File: src/pos_pkg.sv
// Constants, register map and field layout of the PWM output steering stage
//------------------------------------------------------------------------------
// Behaviour
// [RL1] Steering active only with mode upper bits 11 and output config 00.
// [RL2] Same modulated signal drives every pin whose steer enable is set.
// [RL3] In steering mode, mode low bits set polarity of the four pins.
// [RL4] Shutdown changes only steer-enabled pins; others stay untouched.
// [RL5] Sync clear: new enables apply at once when written.
// [RL6] Sync set: written enables wait for the next PWM period start.
// [RL7] Mode low bits pick polarity for pair A/C and pair B/D separately.
// [RL8] Software picks polarity before enabling pin drivers.
// [RL9] Software enables mode, waits one full period, then enables drivers.
// [RL10] Timer flag is set when the second PWM period begins.
// [RL11] After reset all pins are high impedance until drivers are enabled.
// [RL12] Software clears direction bits to let a steered pin drive.
// [RL13] Pins may be moved to alternate positions by alternate select register.
// [RL14] Shutdown sets status and puts enabled pairs in high, low or tri-state.
// [RL15] Shutdown from low level on int pin or high comparator, per select.
// [RL16] With auto-restart, hardware clears status once condition is gone.
// [RL17] After shutdown clears, output resumes at next period start.
// [RL18] Non-steered pins follow the port data latch, no PWM.
// [RL19] Sync set: shadow enables copied to active enables at period boundary.
//------------------------------------------------------------------------------
package pos_pkg;

  // Register byte addresses
  localparam logic [7:0] ADDR_MODE     = 8'h00;
  localparam logic [7:0] ADDR_ASD      = 8'h04;
  localparam logic [7:0] ADDR_TSEL     = 8'h08;
  localparam logic [7:0] ADDR_STEER    = 8'h0c;
  localparam logic [7:0] ADDR_RESTART  = 8'h10;
  localparam logic [7:0] ADDR_DIR      = 8'h14;
  localparam logic [7:0] ADDR_LATCH    = 8'h18;
  localparam logic [7:0] ADDR_ALT0     = 8'h1c;
  localparam logic [7:0] ADDR_INT_STAT = 8'h20;
  localparam logic [7:0] ADDR_INT_MASK = 8'h24;
  localparam logic [7:0] ADDR_STATUS   = 8'h28;

  // Field positions
  localparam int MODE_CFG_HI   = 7;
  localparam int MODE_CFG_LO   = 6;
  localparam int ASD_STAT_BIT  = 7;
  localparam int STEER_SYNC    = 4;
  localparam int RESTART_BIT   = 7;

  // Field values
  localparam logic [1:0] MODE_PWM_SEL   = 2'h3;
  localparam logic [1:0] CFG_SINGLE     = 2'h0;
  localparam logic [1:0] SD_DRIVE_LOW   = 2'h0;
  localparam logic [1:0] SD_DRIVE_HIGH  = 2'h1;
  localparam logic [1:0] TSEL_NONE      = 2'h3;

  // Interrupt status bits
  localparam int INT_FIRST_CYCLE = 0;
  localparam int INT_SHUTDOWN    = 1;
  localparam int INT_PERIOD      = 2;

  // Reset values and period count values
  localparam logic [7:0] RST_MODE   = 8'h00;
  localparam logic [7:0] RST_ASD    = 8'h00;
  localparam logic [7:0] RST_TSEL   = 8'h00;
  localparam logic [3:0] RST_STEER  = 4'h1;
  localparam logic [7:0] RST_RESTRT = 8'h00;
  localparam logic [3:0] RST_DIR    = 4'hf;
  localparam logic [3:0] RST_LATCH  = 4'h0;
  localparam logic [3:0] RST_ALT    = 4'h0;
  localparam logic [2:0] RST_INT    = 3'h0;
  localparam logic [1:0] CNT_SECOND = 2'h1;
  localparam logic [1:0] CNT_DONE   = 2'h2;

endpackage : pos_pkg

File: src/pos_pin_drv.sv
// One output channel: polarity, steering, shutdown state and pin relocation
`timescale 1ns/1ps

module pos_pin_drv (
  input  wire logic       steer_i,
  input  wire logic       pwm_i,
  input  wire logic       invert_i,
  input  wire logic       shut_i,
  input  wire logic [1:0] shut_state_i,
  input  wire logic       latch_i,
  input  wire logic       dir_i,
  input  wire logic       alt_sel_i,
  output logic            main_out_o,
  output logic            main_oe_o,
  output logic            alt_out_o,
  output logic            alt_oe_o
);

  logic val;
  logic oe;

  // Channel value and driver enable
  always_comb begin
    val = latch_i;                                    // [RL18]
    oe  = ~dir_i;                                     // [RL11]
    if (steer_i) begin
      val = pwm_i ^ invert_i;                         // [RL2] [RL3]
      if (shut_i) begin                               // [RL4]
        unique case (shut_state_i)
          pos_pkg::SD_DRIVE_LOW:  val = 1'b0;         // [RL14]
          pos_pkg::SD_DRIVE_HIGH: val = 1'b1;
          default:                oe  = 1'b0;         // Tri-state
        endcase
      end
    end
  end

  // Route to the main or alternate pin position
  always_comb begin
    main_out_o = alt_sel_i ? 1'b0 : val;              // [RL13]
    main_oe_o  = alt_sel_i ? 1'b0 : oe;
    alt_out_o  = alt_sel_i ? val : 1'b0;
    alt_oe_o   = alt_sel_i ? oe : 1'b0;
  end

endmodule : pos_pin_drv

File: src/pos_steering.sv
// PWM output steering stage with APB registers, shutdown and start-up flag
//
// Added by the designer: the register addresses and the APB interface to the registers.
`timescale 1ns/1ps

module pos_steering (
  input  wire logic        core_clk_i,
  input  wire logic        resetn_i,
  // APB slave
  input  wire logic        psel_i,
  input  wire logic        penable_i,
  input  wire logic        pwrite_i,
  input  wire logic [7:0]  paddr_i,
  input  wire logic [31:0] pwdata_i,
  output logic [31:0]      prdata_o,
  output logic             pready_o,
  output logic             pslverr_o,
  // Time base and modulated signal
  input  wire logic        pwm_raw_i,
  input  wire logic [2:0]  period_start_i,
  // Shutdown sources
  input  wire logic        int_pin_i,
  input  wire logic [1:0]  comp_i,
  // Pins
  output logic [3:0]       pwm_out_o,
  output logic [3:0]       pwm_oe_o,
  output logic [3:0]       alt_out_o,
  output logic [3:0]       alt_oe_o,
  output logic             timer_match_flag_o,
  output logic             irq_o
);

  //----------------------------------------------------------------------------
  // State
  //----------------------------------------------------------------------------
  typedef struct packed {
    logic [7:0]  mode;
    logic [2:0]  sd_src;
    logic [1:0]  ac_st;
    logic [1:0]  bd_st;
    logic        sd_stat;
    logic [7:0]  tsel;
    logic        sync;
    logic [3:0]  shadow;
    logic [3:0]  active;
    logic [7:0]  restart;
    logic [3:0]  dir;
    logic [3:0]  latch;
    logic [3:0]  alt;
    logic [2:0]  int_stat;
    logic [2:0]  int_mask;
    logic [2:0]  rd_cap;
    logic [31:0] prdata;
    logic        prev_mode;
    logic [1:0]  per_cnt;
    logic        hold;
    logic        tflag;
    logic [3:0]  out;
    logic [3:0]  oe;
    logic [3:0]  aout;
    logic [3:0]  aoe;
  } pos_state_t;

  pos_state_t st;
  pos_state_t next_st;

  logic       steer_mode;
  logic       period;
  logic       sd_cond;
  logic       shut;
  logic       setup;
  logic       wr;
  logic       mapped;
  logic [3:0] drv_out;
  logic [3:0] drv_oe;
  logic [3:0] drv_aout;
  logic [3:0] drv_aoe;
  logic [2:0] events;

  //----------------------------------------------------------------------------
  // Decode of mode, time base and shutdown sources
  //----------------------------------------------------------------------------
  // Steering mode and period strobe of the selected timer
  assign steer_mode = (st.mode[3:2] == pos_pkg::MODE_PWM_SEL) &&
                      (st.mode[pos_pkg::MODE_CFG_HI:pos_pkg::MODE_CFG_LO]
                       == pos_pkg::CFG_SINGLE);                              // [RL1]
  assign period     = (st.tsel[1:0] != pos_pkg::TSEL_NONE) &&
                      period_start_i[st.tsel[1:0]];

  // Level-based shutdown condition from the selected sources
  assign sd_cond = (st.sd_src[2] & ~int_pin_i) |
                   (st.sd_src[0] & comp_i[0]) |
                   (st.sd_src[1] & comp_i[1]);                               // [RL15]
  // Outputs go to shutdown state at once and stay there until the first period start after the status clears
  assign shut    = sd_cond | st.sd_stat | st.hold;                           // [RL17]

  // APB phases and address decode
  assign setup  = psel_i & ~penable_i;
  assign wr     = psel_i & penable_i & pwrite_i;
  always_comb begin
    unique case (paddr_i)
      pos_pkg::ADDR_MODE, pos_pkg::ADDR_ASD, pos_pkg::ADDR_TSEL,
      pos_pkg::ADDR_STEER, pos_pkg::ADDR_RESTART, pos_pkg::ADDR_DIR,
      pos_pkg::ADDR_LATCH, pos_pkg::ADDR_ALT0, pos_pkg::ADDR_INT_STAT,
      pos_pkg::ADDR_INT_MASK, pos_pkg::ADDR_STATUS: mapped = 1'b1;
      default:                                      mapped = 1'b0;
    endcase
  end

  //----------------------------------------------------------------------------
  // Pin channels
  //----------------------------------------------------------------------------
  // Channels 0 and 2 form pair A/C, channels 1 and 3 pair B/D
  for (genvar i = 0; i < 4; i++) begin : g_pin
    pos_pin_drv u_drv (
      .steer_i      (steer_mode & st.active[i]),
      .pwm_i        (pwm_raw_i),
      .invert_i     ((i % 2 == 0) ? st.mode[1] : st.mode[0]),               // [RL7]
      .shut_i       (shut),
      .shut_state_i ((i % 2 == 0) ? st.ac_st : st.bd_st),
      .latch_i      (st.latch[i]),
      .dir_i        (st.dir[i]),
      .alt_sel_i    (st.alt[i]),
      .main_out_o   (drv_out[i]),
      .main_oe_o    (drv_oe[i]),
      .alt_out_o    (drv_aout[i]),
      .alt_oe_o     (drv_aoe[i])
    );
  end

  //----------------------------------------------------------------------------
  // Next state
  //----------------------------------------------------------------------------
  always_comb begin
    next_st = st;
    events  = 3'h0;

    // Pin drivers registered
    next_st.out  = drv_out;
    next_st.oe   = drv_oe;
    next_st.aout = drv_aout;
    next_st.aoe  = drv_aoe;

    // Read data captured in setup phase, unmapped reads as zero
    if (setup && !pwrite_i) begin
      next_st.prdata = 32'h0;
      next_st.rd_cap = 3'h0;
      unique case (paddr_i)
        pos_pkg::ADDR_MODE:     next_st.prdata[7:0] = st.mode;
        pos_pkg::ADDR_ASD:      next_st.prdata[7:0] = {st.sd_stat, st.sd_src,
                                                       st.ac_st, st.bd_st};
        pos_pkg::ADDR_TSEL:     next_st.prdata[7:0] = st.tsel;
        pos_pkg::ADDR_STEER:    next_st.prdata[4:0] = {st.sync, st.shadow};
        pos_pkg::ADDR_RESTART:  next_st.prdata[7:0] = st.restart;
        pos_pkg::ADDR_DIR:      next_st.prdata[3:0] = st.dir;
        pos_pkg::ADDR_LATCH:    next_st.prdata[3:0] = st.latch;
        pos_pkg::ADDR_ALT0:     next_st.prdata[3:0] = st.alt;
        pos_pkg::ADDR_INT_STAT: begin
          next_st.prdata[2:0] = st.int_stat;
          next_st.rd_cap      = st.int_stat;
        end
        pos_pkg::ADDR_INT_MASK: next_st.prdata[2:0] = st.int_mask;
        pos_pkg::ADDR_STATUS:   next_st.prdata[10:0] = {st.tflag, shut, steer_mode,
                                                        st.active, st.oe};
        default:                next_st.prdata = 32'h0;
      endcase
    end

    // Read of interrupt status clears only the bits that were returned
    if (psel_i && penable_i && !pwrite_i && paddr_i == pos_pkg::ADDR_INT_STAT) begin
      next_st.int_stat = st.int_stat & ~st.rd_cap;
    end

    // Register writes at the access edge
    if (wr) begin
      unique case (paddr_i)
        pos_pkg::ADDR_MODE:     next_st.mode = pwdata_i[7:0];
        pos_pkg::ADDR_ASD: begin
          next_st.sd_src = pwdata_i[6:4];
          next_st.ac_st  = pwdata_i[3:2];
          next_st.bd_st  = pwdata_i[1:0];
          if (!sd_cond) begin
            next_st.sd_stat = pwdata_i[pos_pkg::ASD_STAT_BIT];  // Software shutdown or clear
          end
        end
        pos_pkg::ADDR_TSEL:     next_st.tsel = pwdata_i[7:0];
        pos_pkg::ADDR_STEER: begin
          next_st.sync   = pwdata_i[pos_pkg::STEER_SYNC];
          next_st.shadow = pwdata_i[3:0];                       // [RL19]
          if (!pwdata_i[pos_pkg::STEER_SYNC]) begin
            next_st.active = pwdata_i[3:0];                     // [RL5]
          end
        end
        pos_pkg::ADDR_RESTART:  next_st.restart = pwdata_i[7:0];
        pos_pkg::ADDR_DIR:      next_st.dir = pwdata_i[3:0];
        pos_pkg::ADDR_LATCH:    next_st.latch = pwdata_i[3:0];
        pos_pkg::ADDR_ALT0:     next_st.alt = pwdata_i[3:0];
        pos_pkg::ADDR_INT_MASK: next_st.int_mask = pwdata_i[2:0];
        default:                next_st.int_mask = st.int_mask;
      endcase
    end

    // Period boundary: synchronised steering update
    if (period && st.sync) begin
      next_st.active = st.shadow;                               // [RL6] [RL19]
    end

    // Shutdown status: set by condition, auto-cleared when restart enabled
    if (sd_cond) begin
      next_st.sd_stat = 1'b1;                                   // [RL14]
      next_st.hold    = 1'b1;
      if (!st.sd_stat) begin
        events[pos_pkg::INT_SHUTDOWN] = 1'b1;
      end
    end else if (st.restart[pos_pkg::RESTART_BIT]) begin
      next_st.sd_stat = 1'b0;                                   // [RL16]
    end
    if (next_st.sd_stat) begin
      next_st.hold = 1'b1;
    end else if (period) begin
      next_st.hold = 1'b0;                                      // [RL17]
    end

    // Count periods after steering mode starts, flag the second period
    next_st.prev_mode = steer_mode;
    if (steer_mode && !st.prev_mode) begin
      next_st.per_cnt = 2'h0;
    end else if (steer_mode && period && st.per_cnt != pos_pkg::CNT_DONE) begin
      next_st.per_cnt = st.per_cnt + 2'h1;
      if (st.per_cnt == pos_pkg::CNT_SECOND) begin
        next_st.tflag = 1'b1;                                   // [RL10]
        events[pos_pkg::INT_FIRST_CYCLE] = 1'b1;
      end
    end
    if (!steer_mode) begin
      next_st.tflag = 1'b0;
    end
    events[pos_pkg::INT_PERIOD] = period;

    // New events win over a clearing read
    next_st.int_stat = next_st.int_stat | events;
  end

  //----------------------------------------------------------------------------
  // Registers
  //----------------------------------------------------------------------------
  always_ff @(posedge core_clk_i) begin
    if (!resetn_i) begin
      st          <= '0;
      st.mode     <= pos_pkg::RST_MODE;
      st.sd_src   <= pos_pkg::RST_ASD[6:4];
      st.tsel     <= pos_pkg::RST_TSEL;
      st.shadow   <= pos_pkg::RST_STEER;
      st.active   <= pos_pkg::RST_STEER;
      st.restart  <= pos_pkg::RST_RESTRT;
      st.dir      <= pos_pkg::RST_DIR;                          // [RL11]
      st.latch    <= pos_pkg::RST_LATCH;
      st.alt      <= pos_pkg::RST_ALT;
      st.int_stat <= pos_pkg::RST_INT;
      st.int_mask <= pos_pkg::RST_INT;
    end else begin
      st <= next_st;
    end
  end

  //----------------------------------------------------------------------------
  // Outputs
  //----------------------------------------------------------------------------
  assign prdata_o           = st.prdata;
  assign pready_o           = 1'b1;                             // Zero wait states
  assign pslverr_o          = psel_i & penable_i & ~mapped;
  assign pwm_out_o          = st.out;
  assign pwm_oe_o           = st.oe;
  assign alt_out_o          = st.aout;
  assign alt_oe_o           = st.aoe;
  assign timer_match_flag_o = st.tflag;
  assign irq_o              = |(st.int_stat & st.int_mask);

endmodule : pos_steering

File: config.mk
export PLATFORM = sky130hd
export DESIGN_NAME = pos_steering
export DESIGN_NICKNAME = d
export VERILOG_FILES = /design/src/pos_pkg.sv /design/src/pos_pin_drv.sv /design/src/pos_steering.sv
export SDC_FILE = /design/constraint.sdc
export NUM_CORES = 1
export LEC_CHECK = 0
export BUFFER_PORTS_ARGS = -buffer_cell sky130_fd_sc_hd__buf_2
export CORE_ASPECT_RATIO = 1.4
export CORE_UTILIZATION = 46
export DETAILED_ROUTE_END_ITERATION = 10
export PLACE_DENSITY = 0.68
export SYNTH_ARGS = -nofsm -noshare
export SYNTH_HDL_FRONTEND = slang
export SYNTH_HIERARCHICAL = 1
export SYNTH_SLANG_ARGS = --single-unit
File: constraint.sdc
create_clock -name core_clk_i -period 2.3 [get_ports core_clk_i]
set_clock_uncertainty 0.2 [all_clocks]
set_input_delay 0.345 -clock core_clk_i [delete_from_list [all_inputs] [get_ports core_clk_i]]
set_output_delay 0.345 -clock core_clk_i [all_outputs]
set_load 0.005 [all_outputs]
==> metrics.txt <==
register area share after synthesis 38.3%; hold_ws 86.5 ps; DP Cell Count 717; DRT antenna net count 0; final WL 12.8 mm; fraction of the mapped netlist area in adder cells less than 1%; effective utilization at floorplan 47.2%; DR WL/cell between 15 and 20 um; first-pass GRT wire length 20.2 mm; # resized after CTS 0; Max Cap Viol 0; Die Area roughly 0.011 mm^2; P_sw between 700 and 800 uW; upper clock frequency limit 0.483 GHz; Yosys warning total 6; hold path cells 3; initial antenna violation count 0; Diodes inserted 0; Final Max Slew Viols 0; CP cell instances buf_2 -> or4_1 -> a21oi_1 -> nor2_1 -> buf_2; crit path time final between 2000 and 2500 ps; maximum root-to-sink buffer count 2; # nets final 644; port buffer count 57; Combinational Power Share under 10%; post-CTS repair timing setup buffer count 0; setup violators final 0; r2r endpoint pwm_out_o[1]$_SDFF_PN0_; final core utilization 53.4%; min-delay src pwdata_i[6]; Non-Filler Instances ~730; clock share of power 46.6%; vias in the first global route 3772; Final Cycle Share 90.0%; VDD IR max 0.446 mV; sw frac 21.8%; end of the worst hold path st[80]$_SDFFE_PN0P_; unrepaired setup endpoints after global routing no; CP top delay family simple AND/OR/NAND/NOR gates; Power Internal 2.71 mW; number of buffers and inverters on the critical path 2; ys async rst share 0%; number of remaining DRC errors 0; Register-to-Register Path Depth 7; FILL cells 969; type of origin of the critical path input pin; CTS tree built; commonest register cell after synthesis dfxtp_1; CTS Sinks 94; XOR/XNOR share of the synthesized area 0.713%; EDFF count, synth 0; crit end category primary output; Worst R2R Setup Slack 280 ps; reg2reg start st[110]$_SDFFE_PN0P_; H-tree depth 3; slowest stage cell, crit path or4_1; Reg clk slew, reported paths 60 ps; row count 44; status finished, final reports clean; Sequential Power Share a little under half; Total Routing Usage GR 24.3%; most frequent cells in the layout dfxtp_1 (94), nor2_1 (65), mux2i_1 (64); Hold Violations, Final 0; Cell variety after synth 57; post-synthesis register bit count 94; Die Wd slightly below 90 um; worst-margin pin slew ~650 ps; area of the mapped netlist 0.00491 mm^2; share of cells above drive strength 1 20.9%; CP Class input pin to primary output; DRT Pass-1 Iters 5; GRT overflow 0; worst skew pair latency between 300 and 400 ps; vias approximately 4000; pin count of the biggest net entering global routing 59; critical-path maximum fanout 9; synth-to-layout area growth 13.1%; WP data required 1750 ps; hold crit path type input pin to flip-flop; post-synthesis compound-gate area fraction 12.3%; relative slew slack 56.5%; crit-path most repeated cell buf_2; Arr. time, crit path 1530 ps; mux contribution to synthesized area 14.6%; Iter 0 DRT Violations between 200 and 250; simple-gate share of the synthesized area 22.1%; largest family of logic cells by synthesized area simple AND/OR/NAND/NOR gates; crit path launch paddr_i[1]; root buf cell clkbuf_16; Setup WS pre-CTS 58.9 ps; Final GP Congestion between 0.9 and 1; commonest non-fill, non-tap cell in the layout dfxtp_1; TNS Setup 0 ps; vias per std cell approximately 5.6; CTS Buf Count 9; pwr dens 624 mW/mm^2; fin worst setup slack 230 ps; Leakage 2.51 nW; die span in y roughly 120 um; Cells after Synth around 550; post-synthesis average cell area 8.99 um^2; core area about 0.010 mm^2; Post-DP HPWL 9.38 mm; hold buffer count at cts 0; Critical Path Max Stage Delay 630 ps; I/O pin count 104
## final cells by class
cell class,instances,area [um^2],share of cell area [%]
Timing Repair Buffer,91,566,10.2
Multi-Input combinational cell,378,2550,45.9
Clock buffer,12,256,4.62
Clock inverter,3,67.6,1.22
Inverter,16,60.1,1.08
Tap cell,138,173,3.11
Sequential cell,94,1880,33.9
## worst max-delay path by stage
stage                               end  depth (start not counted)
6_report                      pslverr_o                          5
4_1_cts                       pslverr_o                          5
2_1_floorplan         st[60]$_SDFF_PN0_                          5
3_3_place_gp   prdata_o[7]$_SDFFE_PN0P_                          6
3_5_place_dp   prdata_o[6]$_SDFFE_PN0P_                          6
5_1_grt         alt_out_o[1]$_SDFF_PN0_                          7
## metrics by stage
stage          cell area [um^2]  power [mW]
6_report                   5560        3.47
5_1_grt                    5560        3.59
2_1_floorplan              4990        1.82
3_3_place_gp               5230        1.88
3_5_place_dp               5230        1.88
4_1_cts                    5560        3.48
## logic make-up (layout without fill, tap and decap cells)
kind of cell | after synthesis | in the layout
AOI/OAI and AO/OA | 89 | 89
xor gates and xnor gates | 4 | 4
adders and majority gates | 2 | 2
buffers and inverters | 94 | 122
DFF | 94 | 94
muxes | 69 | 69
other | 2 | 22
and+or+nand+nor | 192 | 192
## metal layers
metal | vias up | GRT usage [%] | routed length (um)
met2 | 163 | 39.9 | 6480
met4 | 0 | 10.8 | 405
met5 | - | 0 | 0
li1 | 1962 | - | -
met1 | 1924 | 29.8 | 5080
met3 | 25 | 5.24 | 815
## flip-flops by register name, indices dropped and copies added, names as in the netlist
register	cells
pwm_oe_o	4
prdata_o	11
st	66
pwm_out_o	4
alt_out_o	4
timer_match_flag_o	1
alt_oe_o	4
## cell usage after synthesis (3+ instances only)
| library cell | count | share of area (%) |
|---|---|---|
| nand3b_1 | 8 | 1.2 |
| a222oi_1 | 3 | 0.61 |
| xor2_1 | 4 | 0.71 |
| buf_4 | 49 | 7.5 |
| or4_4 | 3 | 0.69 |
| dfxtp_1 | 94 | 38 |
| buf_2 | 7 | 0.71 |
| nand2_1 | 20 | 1.5 |
| inv_1 | 16 | 1.2 |
| a22o_1 | 3 | 0.54 |
| a31oi_1 | 6 | 0.76 |
| nor2b_1 | 9 | 1.1 |
| o21ai_0 | 16 | 1.6 |
| and4b_1 | 4 | 0.82 |
| mux2i_1 | 64 | 13 |
| nand2b_1 | 7 | 0.89 |
| a211oi_1 | 4 | 0.61 |
| nand3_1 | 15 | 1.5 |
| a21oi_1 | 23 | 2.3 |
| mux2_2 | 3 | 0.69 |
| nor2_1 | 65 | 5.0 |
| a311oi_1 | 14 | 2.5 |
| clkbuf_1 | 20 | 1.5 |
| and3_1 | 3 | 0.38 |
| a221oi_1 | 3 | 0.54 |
| nor4b_2 | 3 | 0.92 |
| o31ai_1 | 3 | 0.46 |
| and2_1 | 27 | 3.4 |
| nand4_1 | 3 | 0.38 |
| o21a_1 | 3 | 0.46 |
| nor4_1 | 5 | 0.64 |
| o2bb2ai_1 | 5 | 0.89 |
## power groups by stage
stage / clock network, mW / logic (mW) / registers [mW]
2_1_floorplan: 0 / 0.152 / 1.67
3_3_place_gp: 0 / 0.207 / 1.67
3_5_place_dp: 0 / 0.210 / 1.67
4_1_cts: 1.63 / 0.211 / 1.64
5_1_grt: 1.72 / 0.232 / 1.64
6_report: 1.62 / 0.213 / 1.64
## tightest hold or removal path, cell delays in order
cell and delay (ps):
buf_2 110, mux2i_1 70, nor2_1 70
(Power assumes the default switching activity.)
